--- config.mk ---
export PLATFORM = sky130hd
export DESIGN_NAME = bafe_regs
export DESIGN_NICKNAME = d
export VERILOG_FILES = /design/src/verilog/bafe_regs.v
export VERILOG_INCLUDE_DIRS = /design/src /design/src/common
export SDC_FILE = /design/constraint.sdc
export NUM_CORES = 1
export LEC_CHECK = 0
export BUFFER_PORTS_ARGS = -buffer_cell sky130_fd_sc_hd__buf_2
export CORE_ASPECT_RATIO = 0.75
export CORE_MARGIN = 2
export CORE_UTILIZATION = 47
export CTS_CLUSTER_DIAMETER = 100
export DETAILED_ROUTE_END_ITERATION = 6
export PLACE_DENSITY = 0.64
export SYNTH_ARGS = -nofsm -noshare
export SYNTH_HDL_FRONTEND = slang
export SYNTH_SLANG_ARGS = --single-unit
--- constraint.sdc ---
create_clock -name ref_clk -period 4.4 [get_ports ref_clk]
set_clock_uncertainty 0.1 [all_clocks]
set_input_delay 0.44 -clock ref_clk [delete_from_list [all_inputs] [get_ports ref_clk]]
set_output_delay 0.44 -clock ref_clk [all_outputs]
set_load 0.02 [all_outputs]
--- src/common/bafe_defs.vh ---
// register map, field positions and reset values of the front-end control registers
`ifndef BAFE_DEFS_VH
`define BAFE_DEFS_VH

// ****************************************
// register offsets
// ****************************************
`define BAFE_ADDR_SCRATCH 7'h00
`define BAFE_ADDR_CELL_MONITOR_SELECT 7'h01
`define BAFE_ADDR_CURRENT_MONITOR_CONTROL 7'h02
`define BAFE_ADDR_GATE_DRIVER_CONTROL 7'h03
`define BAFE_ADDR_CHARGER_SENSE_CONTROL 7'h04

// ****************************************
// reset values
// ****************************************
`define BAFE_RST_SCRATCH 8'h00
`define BAFE_RST_CELL_MONITOR_SELECT 8'h00
`define BAFE_RST_CURRENT_MONITOR_CONTROL 8'h00
`define BAFE_RST_GATE_DRIVER_CONTROL 8'h00
`define BAFE_RST_CHARGER_SENSE_CONTROL 8'h00

// ****************************************
// field positions
// ****************************************
`define BAFE_CELL_SEL_LSB 0
`define BAFE_CELL_SEL_MSB 3
`define BAFE_CELL_OUT_EN 4
`define BAFE_AMP_GAIN 0
`define BAFE_AMP_ZERO 1
`define BAFE_GCAL_IN 2
`define BAFE_GCAL_OUT 3
`define BAFE_AMP_OUT_EN 4
`define BAFE_GATE_DIS 0
`define BAFE_GATE_CHG 1
`define BAFE_GATE_BOOST 4
`define BAFE_LOW_STATE 0
`define BAFE_LOW_FLAG 1
`define BAFE_LOW_IRQ_EN 2
`define BAFE_LOW_EN 3
`define BAFE_HIGH_STATE 4
`define BAFE_HIGH_FLAG 5
`define BAFE_HIGH_IRQ_EN 6
`define BAFE_HIGH_EN 7

// writable masks; other bits read as zero
`define BAFE_MASK_CELL 8'h1f
`define BAFE_MASK_CURRENT 8'h1f
`define BAFE_MASK_GATE 8'h13

// ****************************************
// serial frame
// ****************************************
`define BAFE_FRAME_BITS 16
`define BAFE_HDR_BITS 8
// sense-input positive routing codes
`define BAFE_POS_PIN 2'h0
`define BAFE_POS_GND 2'h1
`define BAFE_POS_REF_HI 2'h2
`define BAFE_POS_REF_LO 2'h3

`endif

--- src/verilog/bafe_regs.v ---
// control registers of the battery front end behind a mode-0 serial port
//
// Functional notes
// cell output zero unless enabled
// cell code zero is lowest cell
// gain bit: ten when 0, fifty when 1
// zero correction grounds both sense inputs
// zero correction overrides both calibration bits
// calibration grounds negative, positive to reference
// both calibration bits route reference to output
// current output zero unless enabled
// short detection ignores current monitor settings
// discharge bit drives discharge gate
// short clears discharge bit, no auto-restore
// charge bit drives or floats charge gate
// master rewrites gate bits after short
// boost bit selects enhanced gate current
// master clears boost after gates risen
// frame flag: 0 writes, 1 reads
// short trip flags and clears both gate bits
// reserved bits read zero, ignore writes
`timescale 1ns/1ps
`include "bafe_defs.vh"

module bafe_regs (
    ref_clk,
    rst_n,
    spi_cs_n,
    spi_sck,
    spi_sdi,
    spi_sdo,
    short_detect,
    low_cmp_in,
    high_cmp_in,
    cell_voltage_output_en,
    cell_select,
    amp_gain_select,
    sense_input_pos_sel,
    sense_input_neg_gnd,
    current_sense_output_en,
    current_sense_output_ref,
    discharge_gate_pin,
    charge_gate_pin_out,
    charge_gate_pin_oe_n,
    gate_drive_boost,
    short_trip,
    low_cmp_enable,
    high_cmp_enable
);
    input wire ref_clk;
    input wire rst_n;
    input wire spi_cs_n;
    input wire spi_sck;
    input wire spi_sdi;
    output reg spi_sdo;
    input wire short_detect;
    input wire low_cmp_in;
    input wire high_cmp_in;
    output wire cell_voltage_output_en;
    output wire [3:0] cell_select;
    output wire amp_gain_select;
    output reg [1:0] sense_input_pos_sel;
    output wire sense_input_neg_gnd;
    output wire current_sense_output_en;
    output wire current_sense_output_ref;
    output wire discharge_gate_pin;
    output wire charge_gate_pin_out;
    output wire charge_gate_pin_oe_n;
    output wire gate_drive_boost;
    output reg short_trip;
    output wire low_cmp_enable;
    output wire high_cmp_enable;

    // ****************************************
    // input synchronisers
    // ****************************************
    reg [5:0] sync1;
    reg [5:0] sync2;
    reg sck_d;
    reg short_d;
    wire cs_n_s = sync2[0];
    wire sck_s = sync2[1];
    wire sdi_s = sync2[2];
    wire short_s = sync2[3];
    wire low_s = sync2[4];
    wire high_s = sync2[5];

    always @(posedge ref_clk or negedge rst_n) begin
        if (!rst_n) begin
            // only cs idles high; a 1 on the short path would fake a trip
            sync1 <= 6'h01;
            sync2 <= 6'h01;
            sck_d <= 1'b0;
            short_d <= 1'b0;
        end else begin
            sync1 <= {high_cmp_in, low_cmp_in, short_detect, spi_sdi, spi_sck, spi_cs_n};
            sync2 <= sync1;
            sck_d <= sck_s;
            short_d <= short_s;
        end
    end

    wire sck_rise = sck_s & ~sck_d & ~cs_n_s;
    wire sck_fall = ~sck_s & sck_d & ~cs_n_s;
    // the short comparator path reads none of the current monitor bits
    // independent short path
    wire short_edge = short_s & ~short_d;

    // ****************************************
    // serial frame: 7-bit address, read flag, 8 data bits, msb first
    // ****************************************
    reg [4:0] bit_cnt;
    reg [14:0] rx_sr;
    reg [7:0] tx_sr;
    reg [7:0] scratch;
    reg [7:0] cell_reg;
    reg [7:0] cur_reg;
    reg [7:0] gate_reg;
    reg [3:0] chg_ctl;
    reg low_flag;
    reg high_flag;
    reg low_prev;
    reg high_prev;

    wire [7:0] chg_view = {chg_ctl[3], chg_ctl[2], high_flag, high_s & chg_ctl[3],
                           chg_ctl[1], chg_ctl[0], low_flag, low_s & chg_ctl[1]};
    wire hdr_done = sck_rise && (bit_cnt == (`BAFE_HDR_BITS - 1));
    wire frame_done = sck_rise && (bit_cnt == (`BAFE_FRAME_BITS - 1));
    wire [6:0] hdr_addr = rx_sr[6:0];
    wire [6:0] wr_addr = rx_sr[14:8];
    // flag 0 means write
    wire wr_go = frame_done && !rx_sr[7];
    wire [7:0] wr_data = {rx_sr[6:0], sdi_s};

    function [7:0] rd_mux;
        input [6:0] a;
        input [7:0] s, c, i, g, p;
        begin
            case (a)
                `BAFE_ADDR_SCRATCH: rd_mux = s;
                `BAFE_ADDR_CELL_MONITOR_SELECT: rd_mux = c;
                `BAFE_ADDR_CURRENT_MONITOR_CONTROL: rd_mux = i;
                `BAFE_ADDR_GATE_DRIVER_CONTROL: rd_mux = g;
                `BAFE_ADDR_CHARGER_SENSE_CONTROL: rd_mux = p;
                default: rd_mux = 8'h00;
            endcase
        end
    endfunction

    wire [7:0] rd_word = rd_mux(hdr_addr, scratch, cell_reg, cur_reg, gate_reg, chg_view);

    function is_wr;
        input go;
        input [6:0] a;
        input [6:0] target;
        begin
            is_wr = go && (a == target);
        end
    endfunction

    always @(posedge ref_clk or negedge rst_n) begin
        if (!rst_n) begin
            bit_cnt <= 5'h00;
            rx_sr <= 15'h0000;
            tx_sr <= 8'h00;
            spi_sdo <= 1'b0;
        end else if (cs_n_s) begin
            bit_cnt <= 5'h00;
            spi_sdo <= 1'b0;
        end else begin
            if (sck_rise) begin
                rx_sr <= {rx_sr[13:0], sdi_s};
                bit_cnt <= frame_done ? 5'h00 : bit_cnt + 5'h01;
            end
            // flag 1 means read
            if (hdr_done && sdi_s) begin
                tx_sr <= rd_word;
                spi_sdo <= rd_word[7];
            end else if (hdr_done) begin
                tx_sr <= 8'h00;
                spi_sdo <= 1'b0;
            end else if (sck_fall && bit_cnt > `BAFE_HDR_BITS) begin
                // shift on falling edge so the master samples on the rising one
                tx_sr <= {tx_sr[6:0], 1'b0};
                spi_sdo <= tx_sr[6];
            end
        end
    end

    // ****************************************
    // register bank
    // ****************************************
    always @(posedge ref_clk or negedge rst_n) begin
        if (!rst_n) begin
            scratch <= `BAFE_RST_SCRATCH;
            cell_reg <= `BAFE_RST_CELL_MONITOR_SELECT;
            cur_reg <= `BAFE_RST_CURRENT_MONITOR_CONTROL;
            gate_reg <= `BAFE_RST_GATE_DRIVER_CONTROL;
            chg_ctl <= 4'h0;
            low_flag <= 1'b0;
            high_flag <= 1'b0;
            short_trip <= 1'b0;
        end else begin
            short_trip <= short_edge;
            if (is_wr(wr_go, wr_addr, `BAFE_ADDR_SCRATCH))
                scratch <= wr_data;
            // reserved bits masked
            if (is_wr(wr_go, wr_addr, `BAFE_ADDR_CELL_MONITOR_SELECT))
                cell_reg <= wr_data & `BAFE_MASK_CELL;
            if (is_wr(wr_go, wr_addr, `BAFE_ADDR_CURRENT_MONITOR_CONTROL))
                cur_reg <= wr_data & `BAFE_MASK_CURRENT;
            // short wins over write
            if (short_edge) begin
                // clear discharge bit
                gate_reg[`BAFE_GATE_DIS] <= 1'b0;
                // clear charge bit
                gate_reg[`BAFE_GATE_CHG] <= 1'b0;
                // no hardware restore
                if (is_wr(wr_go, wr_addr, `BAFE_ADDR_GATE_DRIVER_CONTROL))
                    gate_reg[`BAFE_GATE_BOOST] <= wr_data[`BAFE_GATE_BOOST];
            end else if (is_wr(wr_go, wr_addr, `BAFE_ADDR_GATE_DRIVER_CONTROL)) begin
                gate_reg <= wr_data & `BAFE_MASK_GATE;
            end
            if (is_wr(wr_go, wr_addr, `BAFE_ADDR_CHARGER_SENSE_CONTROL))
                chg_ctl <= {wr_data[`BAFE_HIGH_EN], wr_data[`BAFE_HIGH_IRQ_EN],
                            wr_data[`BAFE_LOW_EN], wr_data[`BAFE_LOW_IRQ_EN]};
            // flags: rising comparator state sets, writing 0 clears, set wins
            if (!chg_ctl[0])
                low_flag <= 1'b0;
            else if (low_s & chg_ctl[1] & ~low_prev)
                low_flag <= 1'b1;
            else if (is_wr(wr_go, wr_addr, `BAFE_ADDR_CHARGER_SENSE_CONTROL)
                     && !wr_data[`BAFE_LOW_FLAG])
                low_flag <= 1'b0;
            if (!chg_ctl[2])
                high_flag <= 1'b0;
            else if (high_s & chg_ctl[3] & ~high_prev)
                high_flag <= 1'b1;
            else if (is_wr(wr_go, wr_addr, `BAFE_ADDR_CHARGER_SENSE_CONTROL)
                     && !wr_data[`BAFE_HIGH_FLAG])
                high_flag <= 1'b0;
        end
    end

    always @(posedge ref_clk or negedge rst_n) begin
        if (!rst_n) begin
            low_prev <= 1'b0;
            high_prev <= 1'b0;
        end else begin
            low_prev <= low_s & chg_ctl[1];
            high_prev <= high_s & chg_ctl[3];
        end
    end

    // ****************************************
    // analog steering
    // ****************************************
    // cell output enable
    assign cell_voltage_output_en = cell_reg[`BAFE_CELL_OUT_EN];
    // code 0 is lowest cell
    assign cell_select = cell_reg[`BAFE_CELL_SEL_MSB:`BAFE_CELL_SEL_LSB];
    // gain ten or fifty
    assign amp_gain_select = cur_reg[`BAFE_AMP_GAIN];

    wire zero_on = cur_reg[`BAFE_AMP_ZERO];
    // zero overrides calibration
    wire cal_in = cur_reg[`BAFE_GCAL_IN] & ~zero_on;
    wire cal_out = cur_reg[`BAFE_GCAL_OUT] & ~zero_on;

    always @* begin
        // zero grounds inputs
        if (zero_on)
            sense_input_pos_sel = `BAFE_POS_GND;
        // reference by gain
        else if (cal_in)
            sense_input_pos_sel = amp_gain_select ? `BAFE_POS_REF_LO : `BAFE_POS_REF_HI;
        else
            sense_input_pos_sel = `BAFE_POS_PIN;
    end

    // negative grounded
    assign sense_input_neg_gnd = zero_on | cal_in;
    // reference to output
    assign current_sense_output_ref = cal_in & cal_out;
    // output enable
    assign current_sense_output_en = cur_reg[`BAFE_AMP_OUT_EN];

    // discharge gate drive
    assign discharge_gate_pin = gate_reg[`BAFE_GATE_DIS];
    // charge gate high or floating
    assign charge_gate_pin_out = gate_reg[`BAFE_GATE_CHG];
    assign charge_gate_pin_oe_n = ~gate_reg[`BAFE_GATE_CHG];
    // enhanced drive current
    assign gate_drive_boost = gate_reg[`BAFE_GATE_BOOST];
    // software limits boost time
    assign low_cmp_enable = chg_ctl[1];
    assign high_cmp_enable = chg_ctl[3];

endmodule // bafe_regs

==> key figures, run 1 <==
Placement
  – Gpl congestion: roughly 0.76
  – Placed Instances: 360
  – Buffers on Ports: 26
  – Detailed placer's ending HPWL: 4470 um

Cells and area
  – Max reg flops: 15
  – Top Registers: rx_sr x15, scratch x8, tx_sr x7
  – Final #Nets: approximately 300
  – Area Overhead vs Synth: 12.9%
  – Layout cells sized above 1: 34.9%
  – Fillcell total: 598
  – Area of the multi-input gates: 1390 sq um
  – Final Non-Filler Cells: 376
  – Reg with most FFs: rx_sr
  – FF/Latch Area: around 1800 sq um
  – Antenna Cells: 0

CTS
  – Max clock buf depth: 2
  – CTS Hold Buffers Added: 0
  – H-tree depth: 3
  – Later-pin clock latency in the skew report: 340 ps
  – Clock slew at reported path FFs: about 80 ps
  – CTS tree: yes
  – # clock sinks: 72
  – Post-CTS sizing: 0
  – CTS Buf Count: 9
  – Root Buffer: clkbuf_8
  – Postcts setup bufs: 0

Yosys
  – Post-Syn Nets: 270
  – Number of synthesized flops with an enable pin: 0
  – Count of different cell masters after synthesis: 50
  – Cell with the most instances after synthesis: dfrtp_1
  – Fraction of registers with async set/reset: 100%
  – Commonest cells in the netlist: dfrtp_1 (70), mux2_2 (37), a21oi_1 (17), nand3_1 (16)
  – Synth area leader: dfrtp_1
  – Syn Area/Cell: between 10 and 15 sq um
  – Number of synthesized register bits: 72
  – Post-synthesis cell count: 260
  – Synth top area cells: dfrtp_1 (53%), mux2_2 (13%), mux2_4 (3.7%)
  – Top_reg_cell synth: dfrtp_1
  – Synth Warn #: 0
  – Yosys top cell area share: between 50 and 60%
  – Post-Syn Area: 3280 sq um
  – Register area share after synthesis: 55.1%

Setup path
  – Critical path type: register to register
  – CP max stage delay: 420 ps
  – Required @ worst endpoint: around 4500 ps
  – Critical-path cell list: ha_1, and3b_1, nand4_4, nor3b_4, mux2_2
  – Crit path DAT: approximately 2300 ps
  – Critical path's slowest cell: dfrtp_1
  – Max Fanout on Critical Path: 8
  – Startpoint types: register
  – Crit. End Element: register

STA
  – Final Hold Fails: 0
  – Max Transition Viols Final: 0
  – Post-layout minimum cycle time: about 2100 ps
  – Max Clock Freq: ~470 MHz
  – RSZ-0062 raised after global routing: no
  – Final Setup Violations: 0
  – Slew margin rel.: 47.5%
  – Fin Setup TNS: 0 ps
  – Fin crit share: between 40% and 50%
  – Worst slew pin tran: slightly below 800 ps

Route
  – Drc violations: 0
  – Antenna Nets Post-Route: 0
  – 1st-pass router iterations: 4
  – WL final: between 6000 and 7000 um
  – Detailed Route Iter0 Violations: 114
  – Vias per cell: about 5.7
  – Vias: 2127
  – DR WL/cell: approximately 17 um

Die
  – I/O pin count: 27
  – Starting density of the core: about half
  – Die area: 7660 sq um
  – Core area: roughly 6800 sq um
  – Die Height: 76.3 um
  – Cell row count: 26
  – Die W: around 100 um

Power
  – Worst vdd ir: approximately 0.27 mV
  – Pwr/cell area: around 430 nW/um^2
  – Leakage: about 1.8 nW

GRT
  – GRT Overall Usage: a little under a fifth
  – Initial antenna violation count: 0
  – Largest net degree at the start of global routing: 39
  – Vias in the first global route: ~2000
  – Grt total ovfl: 0
  – First-pass GRT wire length: roughly 11000 um

Job
  – Max cap viols: 0

Min path
  – Hold Path Class: input port to async pin

Status
  – Status: finished clean
==> placed cells by master, fill, tap and decap left out, drive strengths merged, types with 4 or more instances in the layout <==
master,n
nand2,13
inv,4
buf,27
dfrtp,70
o21ai,8
nand3,16
o221ai,4
nor2b,5
a21oi,17
clkbuf,11
nor2,14
and2,4
mux2,45
==> final timing paths <==
| check | start | end | slack, ps | cells after the start |
|---|---|---|---|---|
| max in group asynchronous | rst_n | sync1[0] | 3130 | 2 |
| worst min register to register | sync1[2] | sync2[2] | 250 | 0 |
| min in group ref_clk | spi_cs_n | sync1[0] | 90 | 1 |
| worst max-delay path | bit_cnt[0] | cell_reg[3] | 2270 | 5 |
| worst max register to register | bit_cnt[0] | cell_reg[3] | 2270 | 5 |
| worst min-delay path | rst_n | sync1[5] | 80 | 1 |
==> area by class of cell <==
class                   instances  area share, %
flip-flops and latches         72           48.8
multi-input cells             173           37.6
clock buffers                  11           3.82
repair buffers                 27           3.72
well taps                      84           2.84
clock inverters                 5           2.81
inverters                       4          0.406
==> worst max-delay path: cells and delay by family, from the launching register on <==
| kind | cells | cell delay [ps] |
|---|---|---|
| simple gates | 3 | 900 |
| mux | 1 | 380 |
| fa+ha+maj | 1 | 220 |
| flops | 1 | 420 |
==> cell families (layout without fill, tap and decap cells) <==
group           after synthesis  count (layout)  synth area share [%]
buf+inv                      15              47                  2.41
mux                          47              47                  17.0
compound gates               43              43                  8.14
flops                        72              72                  55.1
simple gates                 80              80                  16.3
xor+xnor                      1               1                 0.267
fa+ha+maj                     2               2                 0.764
==> per-stage QoR <==
| stage | util (%) | hold slack (ps) | area [sq um] | setup slack [ps] | power, mW |
|---|---|---|---|---|---|
| finish | 54.7 | 75.6 | 3700 | 2270 | 1.58 |
| global route | 54.7 | 68.2 | 3700 | 2150 | 1.65 |
| CTS | 54.7 | 77.3 | 3700 | 2290 | 1.59 |
| detailed placement | 51.1 | 236 | 3450 | 2300 | 0.955 |
| global placement | 51.1 | 233 | 3450 | 2350 | 0.953 |
| floorplan | - | 44.4 | 3280 | 2580 | 0.901 |
==> where the power goes <==
| group | internal, mW | switching (mW) |
|---|---|---|
| Clock | 0.392 | 0.243 |
| Combinational | 0.0711 | 0.0528 |
| Sequential | 0.704 | 0.113 |
| Total | 1.17 | 0.409 |
==> layer usage <==
layer  vias to the layer above  track usage, %  share of wire, %
met5                         -               0                 0
met4                         0            6.16               1.2
met3                        10            4.68               4.7
met2                        46            24.4                43
met1                      1070            30.2                51
li1                       1001               -                 -
Note: power is estimated with default switching activity, not from simulation.
==> inputs of run 2 (changes only) <==
--- a/config.mk
+++ b/config.mk
@@ -6,6 +6,7 @@
 export SDC_FILE = /design/constraint.sdc
 export NUM_CORES = 1
 export LEC_CHECK = 0
+export ABC_AREA = 1
 export BUFFER_PORTS_ARGS = -buffer_cell sky130_fd_sc_hd__buf_2
 export CORE_ASPECT_RATIO = 0.75
 export CORE_MARGIN = 2
==> constraint.sdc (replaced) <==
create_clock -name ref_clk -period 1.99 [get_ports ref_clk]
set_clock_uncertainty 0.1 [all_clocks]
set_input_delay 0.199 -clock ref_clk [delete_from_list [all_inputs] [get_ports ref_clk]]
set_output_delay 0.199 -clock ref_clk [all_outputs]
set_load 0.02 [all_outputs]
==> key figures, run 2 <==
Yosys
  – Synth Warn #: 0 (unchanged)
  – Synth top area cells: dfrtp_1 (53%), nand2_1 (14%), nand3_1 (8.1%) (was dfrtp_1 (53%), mux2_2 (13%), mux2_4 (3.7%))
  – Post-Syn Area: 3280 sq um (about the same)
  – Largest family of logic cells by synthesized area: simple AND/OR/NAND/NOR gates (was multiplexers)
  – Number of synthesized flops with an enable pin: 0 (unchanged)
  – Register area share after synthesis: 55.0% (was 55.1%)
  – Yosys top cell area share: 53.4% (was 53.5%)
  – Simple-gate portion of the synthesized area: 30.2% (was 16.3%)
  – Count of different cell masters after synthesis: 30 (was 50)
  – Post-Syn Nets: 382 (was 270)
  – Mux cell area share after synthesis: 0% (was 17.0%)
  – Synth area leader: dfrtp_1 (unchanged)
  – Adder-Cell Fraction of Synth Area: 0.762% (was 0.764%)
  – Number of synthesized register bits: 72 (unchanged)
  – Synth Area in Compound Gates: 8.12% (was 8.14%)
  – Top_reg_cell synth: dfrtp_1 (unchanged)
  – Cell with the most instances after synthesis: nand2_1 (was dfrtp_1)
  – Commonest cells in the netlist: nand2_1 (119), dfrtp_1 (70), nand3_1 (53), inv_1 (33), o21ai_0 (29) (was dfrtp_1 (70), mux2_2 (37), a21oi_1 (17), nand3_1 (16))
  – Fraction of registers with async set/reset: 100% (unchanged)
  – Post-synthesis cell count: 372 (was 260)
  – Syn Area/Cell: 8.82 sq um (was 12.6 sq um)
  – XOR/XNOR share of the synthesized area: 0.267% (about the same)

Die
  – Die W: 100 um (about the same)
  – Core area: 6800 sq um (was 6770 sq um)
  – Cell row count: 26 (unchanged)
  – Starting density of the core: 48.3% (was 48.4%)
  – I/O pin count: 27 (unchanged)
  – Die area: 7670 sq um (was 7660 sq um)
  – Die Height: 76.4 um (was 76.3 um)

GRT
  – First-pass GRT wire length: 11800 um (was 10900 um)
  – Grt total ovfl: 0 (unchanged)
  – GRT Overall Usage: 19.7% (was 18.8%)
  – Largest net degree at the start of global routing: 73 (was 39)
  – Initial antenna violation count: 0 (unchanged)
  – Vias in the first global route: 2418 (was 2014)

Setup path
  – Crit path DAT: 1920 ps (was 2260 ps)
  – Startpoint types: register (unchanged)
  – Crit. End Element: register (unchanged)
  – Critical path's slowest cell: dfrtp_1 (unchanged)
  – Worst path bufs/invs: 0 (unchanged)
  – Max Fanout on Critical Path: 19 (was 8)
  – CP max stage delay: 380 ps (was 420 ps)
  – Critical path type: register to register (unchanged)
  – Delay-heaviest family, CP: simple AND/OR/NAND/NOR gates (unchanged)
  – Critical-path cell list: ha_1, nand3_1, nor2_1, nand2_2, nor2_8, nand2_4, nand2_1, o21ai_2 (was ha_1, and3b_1, nand4_4, nor3b_4, mux2_2)
  – Required @ worst endpoint: 2130 ps (was 4530 ps)

Job
  – Max cap viols: 0 (unchanged)

STA
  – Fin Setup TNS: 0 ps (unchanged)
  – Fin crit share: 89.8% (was 48.4%)
  – Max Clock Freq: 560 MHz (was 470 MHz)
  – Post-layout minimum cycle time: 1790 ps (was 2130 ps)
  – Final Hold Fails: 0 (unchanged)
  – Max Transition Viols Final: 0 (unchanged)
  – Final Setup Violations: 0 (unchanged)
  – Slew margin rel.: 73.0% (was 47.5%)
  – Worst slew pin tran: 402 ps (was 788 ps)
  – RSZ-0062 raised after global routing: no (unchanged)

CTS
  – CTS tree: yes (unchanged)
  – H-tree depth: 3 (unchanged)
  – CTS Buf Count: 9 (unchanged)
  – Postcts setup bufs: 0 (unchanged)
  – Root Buffer: clkbuf_8 (unchanged)
  – # clock sinks: 72 (unchanged)
  – Later-pin clock latency in the skew report: 350 ps (was 340 ps)
  – Clock slew at reported path FFs: 80 ps (about the same)
  – Max clock buf depth: 2 (unchanged)

Cells and area
  – Most frequent cells in the layout: nand2_1 (119), dfrtp_1 (70), nand3_1 (53) (was dfrtp_1 (70), mux2_2 (37), buf_2 (26))
  – Fin util: 55.2% (was 54.7%)
  – Final #Nets: 422 (was 297)
  – Commonest non-fill, non-tap cell in the layout: nand2_1 (was dfrtp_1)
  – Design Area, Final: 3750 sq um (was 3700 sq um)
  – Layout cells sized above 1: 17.7% (was 34.9%)
  – Reg with most FFs: rx_sr (unchanged)
  – Area Overhead vs Synth: 14.4% (was 12.9%)
  – Antenna Cells: 0 (unchanged)
  – Top Registers: rx_sr x15, scratch x8, tx_sr x7 (unchanged)
  – Max reg flops: 15 (unchanged)

Placement
  – Gpl congestion: 0.814 (was 0.763)
  – Buffers on Ports: 26 (unchanged)
  – Detailed placer's ending HPWL: 4850 um (was 4470 um)
  – Dpl cell area: 3500 sq um (was 3450 sq um)

Power
  – Clk pwr share: 34.3% (was 40.3%)
  – Pwr/cell area: 825 nW/um^2 (was 426 nW/um^2)
  – Int Pwr: 2.13 mW (was 1.17 mW)
  – Comb pwr share: 14.4% (was 7.9%)
  – Sequential power share: 51.3% (was 51.8%)
  – Switch Pwr: 969 uW (was 409 uW)
  – Switching Fraction: 31.3% (was 26.0%)
  – Leakage: 1.92 nW (was 1.76 nW)
  – Worst vdd ir: 0.402 mV (was 0.274 mV)

Route
  – Vias per cell: 5.09 (was 5.66)
  – Detailed Route Iter0 Violations: 204 (was 114)
  – Drc violations: 0 (unchanged)
  – Vias: 2548 (was 2127)
  – Antenna Nets Post-Route: 0 (unchanged)
  – DR WL/cell: 13.7 um (was 17.4 um)
  – WL final: 6870 um (was 6530 um)
  – 1st-pass router iterations: 4 (unchanged)

Min path
  – Hold Path Class: register to register (was input port to async pin)

Status
  – Status: finished clean (unchanged)
==> run 2: cell types whose count changed after synthesis, sizes merged, moves of 14 or more <==
cell,delta
a21oi,-14
inv,+32
mux2,-45
nand2,+110
nand3,+38
o21ai,+30
==> run 2: final timing paths <==
kind / start / to / slack, ps / cells after the start
worst max-delay path: bit_cnt[0] / scratch[4] / 200 / 8
worst min-delay path: sync1[5] / sync2[5] / 250 / 0
worst max register to register: bit_cnt[0] / scratch[4] / 200 / 8
worst min register to register: sync1[5] / sync2[5] / 250 / 0
max in group asynchronous: rst_n / sync2[0] / 1140 / 3
min in group asynchronous: rst_n / spi_sdo / 290 / 3
==> run 2: logic make-up after synthesis <==
group,Yosys count
adders and majority gates,2
DFF,72
and+or+nand+nor,209
buffers and inverters,43
xor gates and xnor gates,1
AOI/OAI and AO/OA,45
==> run 2: repair_timing <==
item	CTS	global route
hold buffers	7	0
endpoints found under the setup margin	0	0
gates resized for setup	0	0
endpoints found under the hold margin	76	0
==> run 2: through the flow <==
| stage | cells | hold slack [ps] | power, mW | worst slack (ps) |
|---|---|---|---|---|
| 4_1_cts | 501 | 257 | 3.13 | 190 |
| 2_1_floorplan | 372 | -197 | 1.92 | 447 |
| 5_1_grt | 501 | 259 | 3.25 | 32.6 |
| 3_5_place_dp | 478 | 155 | 2.05 | 211 |
| 3_3_place_gp | 478 | 158 | 2.04 | 286 |
| 6_report | 501 | 254 | 3.10 | 204 |
==> run 2: area by class of cell <==
class	count	area, sq um
Inverter	36	135
Multi-Input combinational cell	257	1290
Fill cell	618	3050
Timing Repair Buffer	36	235
Clock buffer	10	138
Tap cell	84	105
Clock inverter	6	43.8
Sequential cell	72	1800
==> run 2: power groups by stage <==
stage | clock network (mW) | logic (mW) | registers, mW
floorplan | 0 | 0.316 | 1.60
global placement | 0 | 0.427 | 1.61
detailed placement | 0 | 0.433 | 1.62
CTS | 1.10 | 0.445 | 1.59
global route | 1.15 | 0.504 | 1.60
finish | 1.06 | 0.445 | 1.59
==> run 2: routing by layer <==
layer / GRT usage [%] / share of wire, % / vias up
li1: - / - / 1283
met1: 30.3 / 51 / 1197
met2: 26.8 / 42 / 59
met3: 5.87 / 5.4 / 9
met4: 6.03 / 1.7 / 0
met5: 0 / 0 / -
